[config.mk]
export PLATFORM = sky130hd
export DESIGN_NAME = sys_clock_gen
export DESIGN_NICKNAME = d
export VERILOG_FILES = /design/src/rtl/clkgen_pkg.sv /design/src/rtl/timer_if.sv /design/src/rtl/stab_timer.sv /design/src/rtl/sys_clock_gen.sv
export VERILOG_INCLUDE_DIRS = /design/src /design/src/rtl
export SDC_FILE = /design/constraint.sdc
export NUM_CORES = 1
export LEC_CHECK = 0
export ABC_AREA = 1
export BUFFER_PORTS_ARGS = -buffer_cell sky130_fd_sc_hd__buf_4
export CAP_MARGIN = 20
export CORE_MARGIN = 10
export CORE_UTILIZATION = 56
export DETAILED_ROUTE_END_ITERATION = 10
export PLACE_DENSITY_LB_ADDON = 0.05
export SLEW_MARGIN = 20
export SYNTH_ARGS = -nofsm -noshare
export SYNTH_HDL_FRONTEND = slang
export SYNTH_SLANG_ARGS = --single-unit
[constraint.sdc]
create_clock -name MCLK -period 1.85 [get_ports MCLK]
set_input_delay 0.0925 -clock MCLK [delete_from_list [all_inputs] [get_ports MCLK]]
set_output_delay 0.0925 -clock MCLK [all_outputs]
set_load 0.01 [all_outputs]
[src/rtl/clkgen_consts.svh]
// timing counts, preset values and bit positions of the clock generator
`ifndef CLKGEN_CONSTS_SVH
`define CLKGEN_CONSTS_SVH

// preset values loaded at stop entry when the stabilisation select is 0
`define PRE12_STOP_LOAD   8'hFF
`define T1_STOP_LOAD      8'h01
// last main-edge count of a cpu clock half period in middle-speed mode (four edges)
`define MID_HALF_LAST     2'h3
// last main-edge count of a count-source tick (main / 16)
`define SRC_DIV_LAST      4'hF
// oscillator periods that reset must be held low
`define RESET_HOLD_OSC    16
// bit positions of the cpu mode controls; main stop is carried on a plain port, bit 3 has none
`define CPUM_MAIN_STOP    5
`define CPUM_FIXED_ONE    3

`endif

[src/rtl/clkgen_pkg.sv]
// types shared by the clock generator modules
package clkgen_pkg;

  typedef enum logic [1:0] {
    MODE_MID  = 2'h0,
    MODE_HIGH = 2'h1,
    MODE_LOW  = 2'h2
  } clk_mode_t;

  typedef enum logic [3:0] {
    ST_RUN  = 4'h1,
    ST_WAIT = 4'h2,
    ST_STOP = 4'h4,
    ST_WAKE = 4'h8
  } gen_state_t;

  typedef struct packed {
    logic [7:0] pre;
    logic [7:0] pre_latch;
    logic [7:0] t1;
    logic [7:0] t1_latch;
    logic       underflow;
  } timer_state_t;

endpackage

[src/rtl/timer_if.sv]
// link between the clock generator and its prescaler/timer pair
`timescale 1ns/100ps
interface timer_if;
  logic       tick;
  logic       load_stop;
  logic       wr_pre;
  logic       wr_t1;
  logic [7:0] wr_data;
  logic [7:0] pre_count;
  logic [7:0] t1_count;
  logic       underflow;

  modport ctrl (output tick, load_stop, wr_pre, wr_t1, wr_data,
                input  pre_count, t1_count, underflow);
  modport tmr  (input  tick, load_stop, wr_pre, wr_t1, wr_data,
                output pre_count, t1_count, underflow);
endinterface

[src/rtl/stab_timer.sv]
// prescaler 12 chained into timer 1, used as the wake-up delay counter
`timescale 1ns/100ps
`include "clkgen_consts.svh"
module stab_timer
  import clkgen_pkg::*;
(
  input  wire logic clk,    // system clock
  input  wire logic rst_n,  // asynchronous reset, active low
  timer_if.tmr      tif     // control and count link
);

  timer_state_t cur;
  timer_state_t next_s;

  // -----------------------------------------------------------------
  // next state
  // -----------------------------------------------------------------
  always_comb begin
    next_s = cur;
    next_s.underflow = 1'b0;
    if (tif.load_stop) begin
      next_s.pre       = `PRE12_STOP_LOAD;
      next_s.pre_latch = `PRE12_STOP_LOAD;
      next_s.t1        = `T1_STOP_LOAD;
      next_s.t1_latch  = `T1_STOP_LOAD;
    end else begin
      if (tif.wr_pre) begin
        next_s.pre       = tif.wr_data;
        next_s.pre_latch = tif.wr_data;
      end
      if (tif.wr_t1) begin
        next_s.t1       = tif.wr_data;
        next_s.t1_latch = tif.wr_data;
      end
      // reload on zero gives a division by latch value plus one
      if (tif.tick && !tif.wr_pre) begin
        if (cur.pre == 8'h00) begin
          next_s.pre = cur.pre_latch;
          if (!tif.wr_t1) begin
            if (cur.t1 == 8'h00) begin
              next_s.t1        = cur.t1_latch;
              next_s.underflow = 1'b1;
            end else begin
              next_s.t1 = cur.t1 - 8'h01;
            end
          end
        end else begin
          next_s.pre = cur.pre - 8'h01;
        end
      end
    end
  end

  always_ff @(posedge clk or negedge rst_n) begin
    if (!rst_n) begin
      cur <= '{pre: 8'hFF, pre_latch: 8'hFF, t1: 8'h01,
               t1_latch: 8'h01, underflow: 1'b0};
    end else begin
      cur <= next_s;
    end
  end

  assign tif.pre_count = cur.pre;
  assign tif.t1_count  = cur.t1;
  assign tif.underflow = cur.underflow;

endmodule

[src/rtl/sys_clock_gen.sv]
// system clock generator: speed modes, stop and wait with wake-up delay
// Operation
// - reset selects middle-speed: cpu clock is main oscillator / 8
// - high-speed: cpu clock is main oscillator / 2
// - low-speed: cpu clock is sub oscillator / 2
// - after power-on only main runs; sub pins act as port pins
// - main stop control halts main oscillator in low-speed mode
// - stop instruction holds cpu clock high, halts both oscillators
// - stabilisation select 0: stop loads prescaler FF, timer 1 01
// - stabilisation select 1: prescaler and timer left as software set
// - on stop release prescaler uses captured source, feeds timer 1
// - wake-up counting uses main oscillator / 16, or sub when captured source is 1
// - external interrupt restarts oscillator; clock waits for underflow
// - wait instruction holds cpu clock high, oscillators keep running
// - wait ends on reset or accepted interrupt, clock resumes at once
// - only interrupts enabled before the instruction release stop/wait
// - timer latch value n divides its input by n plus one
`timescale 1ns/100ps
`include "clkgen_consts.svh"
module sys_clock_gen
  import clkgen_pkg::*;
#(
  parameter int IRQ_W    = 8,                     // interrupt sources
  parameter logic [IRQ_W-1:0] EXT_MASK = 8'h0F    // external sources
)(
  input  wire logic             MCLK,             // 100 MHz clock
  input  wire logic             RST_N,            // async reset, low
  input  wire logic             MAIN_OSC_IN,      // main oscillator pin
  input  wire logic             SUB_OSC_IN,       // sub oscillator pin
  input  wire logic [1:0]       CLK_MODE,         // requested speed mode
  input  wire logic             MAIN_STOP,        // main clock stop ctl
  input  wire logic             SUB_EN,           // sub oscillator enable
  input  wire logic             STAB_SEL,         // stabilisation select
  input  wire logic             COUNT_SRC,        // 0 main/16, 1 sub
  input  wire logic             STOP_INSTRUCTION, // stop executed, pulse
  input  wire logic             WAIT_INSTRUCTION, // wait executed, pulse
  input  wire logic [IRQ_W-1:0] INT_REQ,          // interrupt requests
  input  wire logic [IRQ_W-1:0] INT_EN,           // interrupt enables
  input  wire logic             PRE12_WR,         // prescaler write
  input  wire logic             T1_WR,            // timer 1 write
  input  wire logic [7:0]       TIMER_WDATA,      // timer write data
  input  wire logic             PORT_DIR,         // sub pin port direction
  input  wire logic             PORT_DATA,        // sub pin port data
  output logic                  PHI,              // internal cpu clock
  output logic                  MAIN_OSC_EN,      // main amplifier on
  output logic                  SUB_OSC_EN,       // sub amplifier on
  output logic                  SUB_PORT_OE,      // sub pin port enable
  output logic                  SUB_PORT_DO,      // sub pin port data
  output logic [3:0]            CLK_STATE,        // one-hot run state
  output logic [1:0]            ACTIVE_MODE,      // mode in effect
  output logic [7:0]            PRE12_COUNT,      // prescaler 12 value
  output logic [7:0]            T1_COUNT,         // timer 1 value
  output logic                  T1_UNDERFLOW      // timer 1 underflow
);

  typedef struct packed {
    gen_state_t       st;
    clk_mode_t        mode;
    logic             phi;
    logic [1:0]       phi_cnt;
    logic [3:0]       src_cnt;
    logic [2:0]       main_s;
    logic [2:0]       sub_s;
    logic [IRQ_W-1:0] en_snap;
    logic             src_snap;
    logic             main_en;
    logic             sub_en;
    logic             port_oe;
    logic             port_do;
  } gen_reg_t;

  gen_reg_t cur;
  gen_reg_t next_s;
  timer_if  tif ();

  logic main_rise;
  logic sub_rise;
  logic run_edge;
  logic toggle;
  logic src_sel;

  function automatic logic rising(input logic [2:0] s);
    return s[1] & ~s[2];
  endfunction

  // -----------------------------------------------------------------
  // oscillator sampling and edge events
  // -----------------------------------------------------------------
  assign main_rise = rising(cur.main_s) & cur.main_en;
  assign sub_rise  = rising(cur.sub_s) & cur.sub_en;
  assign run_edge  = (cur.mode == MODE_LOW) ? sub_rise : main_rise;
  assign src_sel   = (cur.st == ST_WAKE) ? cur.src_snap : COUNT_SRC;

  // -----------------------------------------------------------------
  // next state
  // -----------------------------------------------------------------
  always_comb begin
    next_s        = cur;
    toggle        = 1'b0;
    next_s.main_s = {cur.main_s[1:0], MAIN_OSC_IN};
    next_s.sub_s  = {cur.sub_s[1:0], SUB_OSC_IN};
    tif.tick      = 1'b0;
    tif.load_stop = 1'b0;
    tif.wr_pre    = PRE12_WR;
    tif.wr_t1     = T1_WR;
    tif.wr_data   = TIMER_WDATA;

    // count source for prescaler 12
    if (main_rise) begin
      next_s.src_cnt = cur.src_cnt + 4'h1;
    end
    if (src_sel) begin
      tif.tick = sub_rise;
    end else begin
      tif.tick = main_rise && (cur.src_cnt == `SRC_DIV_LAST);
    end

    case (cur.st)
      ST_RUN: begin
        if (run_edge) begin
          if (cur.mode == MODE_MID) begin
            toggle = (cur.phi_cnt == `MID_HALF_LAST);
            next_s.phi_cnt = cur.phi_cnt + 2'h1;
          end else begin
            toggle = 1'b1;
          end
        end
        if (toggle) begin
          next_s.phi = ~cur.phi;
          // a new mode takes effect only at a period boundary
          if (!cur.phi && (CLK_MODE != 2'h3)) begin
            next_s.mode    = clk_mode_t'(CLK_MODE);
            next_s.phi_cnt = 2'h0;
          end
        end
        next_s.sub_en  = SUB_EN;
        // main may only be stopped while the cpu runs from sub
        next_s.main_en = !(MAIN_STOP &&
                           next_s.mode == MODE_LOW);
        if (STOP_INSTRUCTION) begin
          next_s.st       = ST_STOP;
          next_s.phi      = 1'b1;
          next_s.phi_cnt  = 2'h0;
          next_s.main_en  = 1'b0;
          next_s.sub_en   = 1'b0;
          next_s.en_snap  = INT_EN;
          next_s.src_snap = COUNT_SRC;
          // with select 1 software owns the settling count
          tif.load_stop   = !STAB_SEL;
        end else if (WAIT_INSTRUCTION) begin
          next_s.st      = ST_WAIT;
          next_s.phi     = 1'b1;
          next_s.phi_cnt = 2'h0;
          next_s.en_snap = INT_EN;
        end
      end
      ST_WAIT: begin
        next_s.phi = 1'b1;
        if (|(INT_REQ & cur.en_snap)) begin
          next_s.st = ST_RUN;
        end
      end
      ST_STOP: begin
        next_s.phi = 1'b1;
        if (|(INT_REQ & cur.en_snap & EXT_MASK)) begin
          next_s.st      = ST_WAKE;
          next_s.main_en = 1'b1;
          next_s.sub_en  = SUB_EN;
          next_s.src_cnt = 4'h0;
        end
      end
      ST_WAKE: begin
        // clock stays high until the settling count runs out
        next_s.phi = 1'b1;
        if (tif.underflow) begin
          next_s.st = ST_RUN;
        end
      end
      default: begin
        next_s.st  = ST_RUN;
        next_s.phi = 1'b1;
      end
    endcase

    // sub pins are ordinary port pins while the sub oscillator is off
    next_s.port_oe = !next_s.sub_en && PORT_DIR;
    next_s.port_do = PORT_DATA;
  end

  // -----------------------------------------------------------------
  // state register
  // -----------------------------------------------------------------
  // reset always lands in run: leaving stop by reset has no delay
  always_ff @(posedge MCLK or negedge RST_N) begin
    if (!RST_N) begin
      cur <= '{st: ST_RUN, mode: MODE_MID, phi: 1'b1,
               phi_cnt: 2'h0, src_cnt: 4'h0, main_s: 3'h0,
               sub_s: 3'h0, en_snap: '0, src_snap: 1'b0,
               main_en: 1'b1, sub_en: 1'b0, port_oe: 1'b0,
               port_do: 1'b0};
    end else begin
      cur <= next_s;
    end
  end

  // -----------------------------------------------------------------
  // prescaler 12 and timer 1
  // -----------------------------------------------------------------
  stab_timer u_timer (
    .clk   (MCLK),
    .rst_n (RST_N),
    .tif   (tif)
  );

  assign PHI          = cur.phi;
  assign MAIN_OSC_EN  = cur.main_en;
  assign SUB_OSC_EN   = cur.sub_en;
  assign SUB_PORT_OE  = cur.port_oe;
  assign SUB_PORT_DO  = cur.port_do;
  assign CLK_STATE    = cur.st;
  assign ACTIVE_MODE  = cur.mode;
  assign PRE12_COUNT  = tif.pre_count;
  assign T1_COUNT     = tif.t1_count;
  assign T1_UNDERFLOW = tif.underflow;

endmodule

==> tab_implementation.tex, run 1 <==
\begin{tabular}{lr}
\hline
Metric & Value \\
\hline
\multicolumn{2}{l}{\textbf{Run status}} \\
\quad Result of the run & complete, no violations \\
\multicolumn{2}{l}{\textbf{Logic synthesis}} \\
\quad Netlist cell types & 40 \\
\quad YS warnings & 0 \\
\quad Net count after synthesis & 513 \\
\quad Combined area of all synthesized cells & 3764 µm² \\
\quad Part of the Yosys area used for sequential elements & 43.92\% \\
\quad Mapped Cells & 468 \\
\quad Flip-flop and latch count after synthesis & 65 \\
\quad Synthesized area per cell & 8.042 µm² \\
\multicolumn{2}{l}{\textbf{STA}} \\
\quad Timing-limited maximum frequency & 577.3 MHz \\
\quad Fin. Hold Viols & 0 \\
\quad Max-slew headroom & 45.36\% \\
\quad Fin crit period & 1.732 ns \\
\quad Slew at the pin closest to its max-slew limit & 0.8197 ns \\
\quad Clock Skews & 0.005573 ns \\
\quad TNS Setup & 0 ns \\
\quad Post-route clock period utilization & 93.63\% \\
\quad Count of final setup violators & 0 \\
\quad Max-slew violations & 0 \\
\multicolumn{2}{l}{\textbf{Detailed routing}} \\
\quad Via Count & 3,284 \\
\quad Mean number of vias per cell & 5.238 \\
\quad Remaining number of nets flagged by the antenna check after routing & 0 \\
\quad WL per Instance & 14.59 µm \\
\quad Overall routed net length & 9148 µm \\
\quad Detailed Route Iter0 Violations & 179 \\
\quad DR DRC count & 0 \\
\quad Number of optimization iterations in the first detailed-route pass & 5 \\
\multicolumn{2}{l}{\textbf{Flow run}} \\
\quad Max-cap violation count & 0 \\
\multicolumn{2}{l}{\textbf{GRT}} \\
\quad Residual overflow from global routing & 0 \\
\quad Antenna violations before repair & 0 \\
\quad Aggregate global-route resource usage & 18.38\% \\
\quad Wire length of the first global-routing pass & 15,290 µm \\
\quad Via count of the first global-routing pass & 3,255 \\
\quad Largest net degree at the start of global routing & 66 \\
\multicolumn{2}{l}{\textbf{Layout}} \\
\quad Most common library cell in the layout ignoring fill and taps & nand2\_1 \\
\quad Layout cells sized above 1 & 28.18\% \\
\quad Area grow syn2layout & 23.60\% \\
\quad Final Core Density & 72.43\% \\
\quad Final-stage net count & 590 \\
\quad Ant. Diodes & 0 \\
\quad Filler cells & 522 \\
\quad Post-route design area & 4652 µm² \\
\quad Top library cells by usage in the layout, fill and taps aside & nand2\_1 (116), buf\_4 (75), nor2\_1 (54) \\
\multicolumn{2}{l}{\textbf{Critical path}} \\
\quad FF-to-FF End & u\_timer.tif.t1\_count[3] \\
\quad WP data arrival & 1.96 ns \\
\quad Setup slack of the most critical reg-to-reg path & 0.12 ns \\
\quad Worst R2R Start & u\_timer.tif.t1\_count[0] \\
\quad Maximum net fanout on the critical path & 5 \\
\quad Nature of the critical path endpoint & flip-flop \\
\quad CP startpoint kind & flip-flop \\
\quad Data required time at the worst endpoint & 2.08 ns \\
\quad Category of the critical setup timing path & flip-flop to flip-flop \\
\quad Number of cells traversed by the worst register-to-register path & 11 \\
\multicolumn{2}{l}{\textbf{Placement}} \\
\quad Port Buf Inserts & 67 \\
\quad Post-placement cell area & 4199 µm² \\
\quad Final weighted congestion in routability-driven placement & 0.8496 \\
\quad Detailed placement HPWL & 6567 µm \\
\multicolumn{2}{l}{\textbf{Clock tree}} \\
\quad Clock-pin transition on the worst setup and hold timing paths & 0.07 ns \\
\quad Clock buffer depth & 2 \\
\quad Clock sink count & 65 \\
\quad TritonCTS clock tree & done \\
\quad Depth of the CTS H-tree & 3 \\
\quad Clock latency reported for the late side of the worst-skew pair & 0.34 ns \\
\quad Number of buffers inserted during clock tree synthesis & 9 \\
\quad Root buf cell & clkbuf\_8 \\
\multicolumn{2}{l}{\textbf{Power and ir drop}} \\
\quad Worst VDD drop & 0.8014 mV \\
\quad Overall power consumption & 5881 µW \\
\quad Power Density & 1264 nW/µm² \\
\quad Leak pwr & 0.002358 µW \\
\multicolumn{2}{l}{\textbf{Hold path}} \\
\quad End point of the worst hold path & u\_timer.cur[19] \\
\quad Startpoint of the tightest hold check path & PRE12\_WR \\
\quad Min-Delay Path Class & input port to flip-flop \\
\quad Number of instances on the worst hold path & 3 \\
\multicolumn{2}{l}{\textbf{Floorplan}} \\
\quad Effective utilization at floorplan & 58.60\% \\
\quad Chip Height & 102.0 µm \\
\quad I/O pins & 68 \\
\quad Die area & 10,400 µm² \\
\quad Placement row count & 29 \\
\quad Die boundary width & 102.0 µm \\
\quad Core footprint & 6422 µm² \\
\hline
\end{tabular}
## registers in the layout, indices dropped and copies added (netlist names)
register               flops
u_timer.tif.t1_count       8
u_timer.tif.pre_count      8
MAIN_OSC_EN                1
u_timer.cur               16
u_timer.tif.underflow      1
SUB_PORT_DO                1
CLK_STATE                  4
SUB_PORT_OE                1
ACTIVE_MODE                2
cur                       21
SUB_OSC_EN                 1
PHI                        1
## stage by stage
stage	hold slack [ns]	cells	worst slack, ns
finish	0.01449	627	0.1178
global route	0.02001	627	-0.001547
CTS	0.002690	624	0.09129
detailed placement	0.2034	590	0.1068
global placement	0.2028	590	0.1659
floorplan	-0.2031	468	0.1818
## repair_timing
action	4_1_cts	5_1_grt
endpoints found under the hold margin	61	0
gates resized for setup	0	5
setup endpoints to repair	0	7
buffers inserted	0	3
hold buffers	18	0
## how the worst max path moves through the flow
stage | start | end | slack (ns) | cells after the start
global route | u_timer.tif.t1_count[0] | u_timer.tif.t1_count[5] | -0.002 | 11
detailed placement | u_timer.tif.t1_count[0] | u_timer.tif.t1_count[1] | 0.11 | 11
CTS | u_timer.tif.t1_count[0] | u_timer.tif.t1_count[1] | 0.09 | 11
global placement | u_timer.tif.t1_count[0] | u_timer.tif.t1_count[5] | 0.17 | 11
floorplan | u_timer.tif.t1_count[0] | u_timer.tif.t1_count[3] | 0.18 | 11
finish | u_timer.tif.t1_count[0] | u_timer.tif.t1_count[3] | 0.12 | 11
## cells in the mapped netlist, drive strengths merged
master | n | area, µm²
xor2 | 7 | 61.31
a21oi | 9 | 45.04
o21ai | 40 | 207.7
buf | 26 | 197.7
a221oi | 1 | 8.760
nand3 | 34 | 192.7
o211ai | 2 | 15.01
dfrtp | 44 | 1101
ha | 5 | 62.56
o21bai | 2 | 15.01
a31oi | 2 | 12.51
inv | 56 | 215.2
xnor2 | 4 | 35.03
mux2 | 9 | 101.4
dfstp | 21 | 551.8
clkbuf | 1 | 3.750
nor2 | 63 | 287.8
nand2 | 122 | 496.7
nor3 | 3 | 15.01
or2 | 1 | 6.260
a2bb2oi | 5 | 43.79
clkinv | 1 | 3.750
nor4 | 1 | 6.260
nand4 | 9 | 77.57
## routing by layer
metal	vias to the layer above	part of all wire, %	track usage (%)
met5	-	0	0
met1	1523	42	21.81
met3	20	6.7	5.533
met2	105	49	30.42
li1	1636	-	-
met4	0	2.3	7.592
## worst max-delay path, stage by stage, from the launching register on
cell      delay, ns
dfstp_2        0.54
inv_1          0.07
ha_1           0.23
nand2_1        0.12
nor2_4         0.05
nand3_2        0.11
buf_4          0.12
nand3_1        0.07
o211ai_1       0.09
nand2_1        0.07
nor2_1         0.09
nor2_1         0.06
## logic make-up after synthesis
logic type                 after synthesis  share of synthesized area, %
muxes                                    9                         2.693
buffers and inverters                   84                         11.17
AOI/OAI and AO/OA                       61                         9.242
adders and majority gates                5                         1.662
DFF                                     65                         43.92
and+or+nand+nor                        233                         28.76
xor gates and xnor gates                11                         2.560
## area by class of cell
cell class,instances,area [µm²],area share [%]
multi-input combinational,319,1709,36.74
sequential,65,1653,35.53
timing repair buffer,93,743.2,15.98
inverter,57,221.5,4.761
clock buffer,11,151.4,3.254
tap,77,96.34,2.071
clock inverter,5,77.57,1.668
## report_power, final
| part | internal, µW | leakage, µW | switching (µW) |
|---|---|---|---|
| combinational | 961 | 0.00148 | 1250 |
| clock | 827 | 0.000115 | 543 |
| sequential | 1940 | 0.000763 | 357 |
| total | 3730 | 0.00236 | 2150 |
Note: power is estimated with default switching activity, not from simulation.
==> inputs of run 2 (changes only) <==
CORE_ASPECT_RATIO = 0.5   (was default)
==> tab_implementation.tex, run 2 (same netlist as run 1, synthesis figures left out) <==
\begin{tabular}{lr}
\hline
Metric & Value \\
\hline
\multicolumn{2}{l}{\textbf{Floorplan}} \\
\quad I/O pins & 68 (unchanged) \\
\quad Die area & 10,600 µm² (+1.9\%) \\
\quad Chip Height & 77.97 µm (-24\%) \\
\quad Die boundary width & 135.9 µm (+33\%) \\
\quad Core footprint & 6281 µm² (-2.2\%) \\
\quad Placement row count & 20 (-31\%) \\
\quad Effective utilization at floorplan & 59.92\% (+1.3 points) \\
\multicolumn{2}{l}{\textbf{Hold path}} \\
\quad Number of instances on the worst hold path & 3 (unchanged) \\
\quad Min-Delay Path Class & input port to flip-flop \\
\quad Startpoint of the tightest hold check path & TIMER\_WDATA[5] \\
\quad End point of the worst hold path & u\_timer.cur[22] \\
\multicolumn{2}{l}{\textbf{Power and ir drop}} \\
\quad Power Density & 1327 nW/µm² (+4.9\%) \\
\quad Overall power consumption & 6178 µW (+5.0\%) \\
\quad Worst VDD drop & 0.8798 mV (+9.8\%) \\
\quad Leak pwr & 0.002353 µW (-0.22\%) \\
\multicolumn{2}{l}{\textbf{Layout}} \\
\quad Total area of multi-input combinational cells & 1712 µm² (+0.15\%) \\
\quad Ant. Diodes & 0 (unchanged) \\
\quad Leading registers by flop count & cur x21, u\_timer.cur x16 \\
\quad Area grow syn2layout & 23.74\% \\
\quad Register with the highest flop count & cur \\
\quad Top library cells by usage in the layout, fill and taps aside & nand2\_1 (116), buf\_4 (72), nor2\_1 (54) \\
\quad Layout cells sized above 1 & 27.49\% (-0.69 points) \\
\quad Combined flip-flop and latch cell area & 1653 µm² (unchanged) \\
\quad Largest register FFs & 21 (unchanged) \\
\quad Filler cells & 500 (-4.2\%) \\
\quad Final-stage net count & 582 (-1.4\%) \\
\quad Most common library cell in the layout ignoring fill and taps & nand2\_1 \\
\multicolumn{2}{l}{\textbf{Clock tree}} \\
\quad Clock-pin transition on the worst setup and hold timing paths & 0.05 ns (-0.02 ns) \\
\quad Clock sink count & 65 (unchanged) \\
\quad Root buf cell & clkbuf\_16 \\
\quad Clock buffer depth & 2 (unchanged) \\
\quad TritonCTS clock tree & done \\
\quad Depth of the CTS H-tree & 3 (unchanged) \\
\quad Clock latency reported for the late side of the worst-skew pair & 0.33 ns (about the same) \\
\quad Number of buffers inserted during clock tree synthesis & 9 (unchanged) \\
\quad Post-CTS setup buffer count & 0 (unchanged) \\
\multicolumn{2}{l}{\textbf{Critical path}} \\
\quad Critical Path Max Stage Delay & 0.38 ns (-0.16 ns) \\
\quad Slowest stage cell, crit path & dfstp\_2 \\
\quad FF-to-FF End & u\_timer.tif.pre\_count[3] \\
\quad Category of the critical setup timing path & flip-flop to flip-flop \\
\quad Setup slack of the most critical reg-to-reg path & 0.11 ns (about the same) \\
\quad Most prevalent standard cell on the critical path & nand2\_1 \\
\quad Worst R2R Start & u\_timer.tif.pre\_count[0] \\
\quad WP data arrival & 1.98 ns (+0.02 ns) \\
\quad Worst-path cell chain & inv\_1 > ha\_1 > nand3\_1 > nor2\_4 > inv\_6 > nand2\_1 > nand2\_1 > o21ai\_0 > a21oi\_1 \\
\quad Nature of the critical path endpoint & flip-flop \\
\quad CP startpoint kind & flip-flop \\
\quad Data required time at the worst endpoint & 2.09 ns (about the same) \\
\quad Number of cells traversed by the worst register-to-register path & 9 (-2) \\
\quad Maximum net fanout on the critical path & 13 (+8) \\
\multicolumn{2}{l}{\textbf{Run status}} \\
\quad Result of the run & complete, no violations \\
\multicolumn{2}{l}{\textbf{Detailed routing}} \\
\quad Mean number of vias per cell & 5.111 (-2.4\%) \\
\quad WL per Instance & 14.56 µm (-0.22\%) \\
\quad Remaining number of nets flagged by the antenna check after routing & 0 (unchanged) \\
\quad Overall routed net length & 9172 µm (+0.26\%) \\
\quad Via Count & 3,220 (-1.9\%) \\
\quad Number of optimization iterations in the first detailed-route pass & 6 (+1) \\
\quad Detailed Route Iter0 Violations & 190 (+6.1\%) \\
\quad DR DRC count & 0 (unchanged) \\
\multicolumn{2}{l}{\textbf{GRT}} \\
\quad Aggregate global-route resource usage & 17.64\% (-0.74 points) \\
\quad Wire length of the first global-routing pass & 15,210 µm (-0.50\%) \\
\quad Residual overflow from global routing & 0 (unchanged) \\
\quad Largest net degree at the start of global routing & 36 (-45\%) \\
\quad Via count of the first global-routing pass & 3,160 (-2.9\%) \\
\quad Antenna violations before repair & 0 (unchanged) \\
\multicolumn{2}{l}{\textbf{STA}} \\
\quad Post-route clock period utilization & 93.81\% (+0.18 points) \\
\quad Fin crit period & 1.736 ns (+0.003340 ns) \\
\quad Slew at the pin closest to its max-slew limit & 0.4542 ns (-0.3654 ns) \\
\quad Max-slew violations & 0 (unchanged) \\
\quad Count of final setup violators & 0 (unchanged) \\
\quad Clock Skews & 0.002344 ns (-0.003229 ns) \\
\quad RSZ-0062 raised after global routing & yes \\
\quad Timing-limited maximum frequency & 576.2 MHz (-0.19\%) \\
\quad WHS & 0.01577 ns (+0.001285 ns) \\
\quad Max-slew headroom & 69.71\% (+24 points) \\
\quad Fin. Hold Viols & 0 (unchanged) \\
\multicolumn{2}{l}{\textbf{Flow run}} \\
\quad Max-cap violation count & 0 (unchanged) \\
\multicolumn{2}{l}{\textbf{Placement}} \\
\quad Final weighted congestion in routability-driven placement & 0.9654 (+14\%) \\
\quad Port Buf Inserts & 67 (unchanged) \\
\quad Detailed placement HPWL & 6747 µm (+2.8\%) \\
\hline
\end{tabular}
## run 2: cell count changes in the layout (fill, tap and decap cells not counted), moves of 3 or more
cell	before	now
buf_4	75	72
clkbuf_8	11	1
clkbuf_1	0	3
clkbuf_16	0	9
dlygate4sd3_1	18	13
## run 2: what timing repair did
action,4_1_cts,5_1_grt
gates resized for setup,1,3
endpoints found under the setup margin,6,7
endpoints found under the hold margin,32,0
hold buffers,13,0
## run 2: per-layer routing
layer	global-route usage, %	routed length, µm
met1	21.24	4195
met3	6.105	499
met2	29.20	4366
met4	5.391	111
met5	0	0
## run 2: final cells by class
| cell class | count | area share (%) |
|---|---|---|
| inverters | 57 | 4.755 |
| flip-flops and latches | 65 | 35.49 |
| clock inverters | 3 | 0.8598 |
| repair buffers | 85 | 14.40 |
| well taps | 88 | 2.364 |
| multi-input cells | 319 | 36.75 |
| clock buffers | 13 | 5.373 |
## run 2: worst max-delay path: cells and delay by family, from the launching register on
kind,cells,cell delay (ns)
buffers and inverters,2,0.24
AND/OR/NAND/NOR,4,0.52
adder cells (fa/ha/maj),1,0.16
flip-flops,1,0.38
AO/OA/AOI/OAI,2,0.34
## run 2: worst max-delay path by stage
stage,startpoint,slack (ns),depth (start not counted),endpoint
global route,CLK_STATE[2],-0.01,9,u_timer.tif.pre_count[3]
global placement,u_timer.tif.t1_count[0],0.03,10,u_timer.tif.t1_count[3]
CTS,u_timer.tif.pre_count[0],0.09,11,u_timer.tif.pre_count[6]
detailed placement,u_timer.tif.t1_count[0],-0.03,10,u_timer.tif.t1_count[3]
finish,u_timer.tif.pre_count[0],0.11,9,u_timer.tif.pre_count[3]
floorplan,u_timer.tif.t1_count[0],0.18,11,u_timer.tif.t1_count[3]
## run 2: power breakdown
part           switching, µW  internal, µW  total (µW)
registers                350          1940        2290
clock network            572          1070        1650
logic                   1270           967        2240
total                   2190          3990        6180
## run 2: stage by stage
stage | utilization, % | setup slack (ns) | setup TNS [ns] | std cells | instance area, µm²
finish | 74.14 | 0.1144 | 0 | 630 | 4657
floorplan | - | 0.1818 | 0 | 468 | 3764
global route | 74.14 | -0.01364 | -0.02051 | 630 | 4657
detailed placement | 67.07 | -0.03483 | -0.07842 | 601 | 4213
CTS | 73.84 | 0.09137 | 0 | 630 | 4638
global placement | 67.07 | 0.03006 | 0 | 601 | 4213
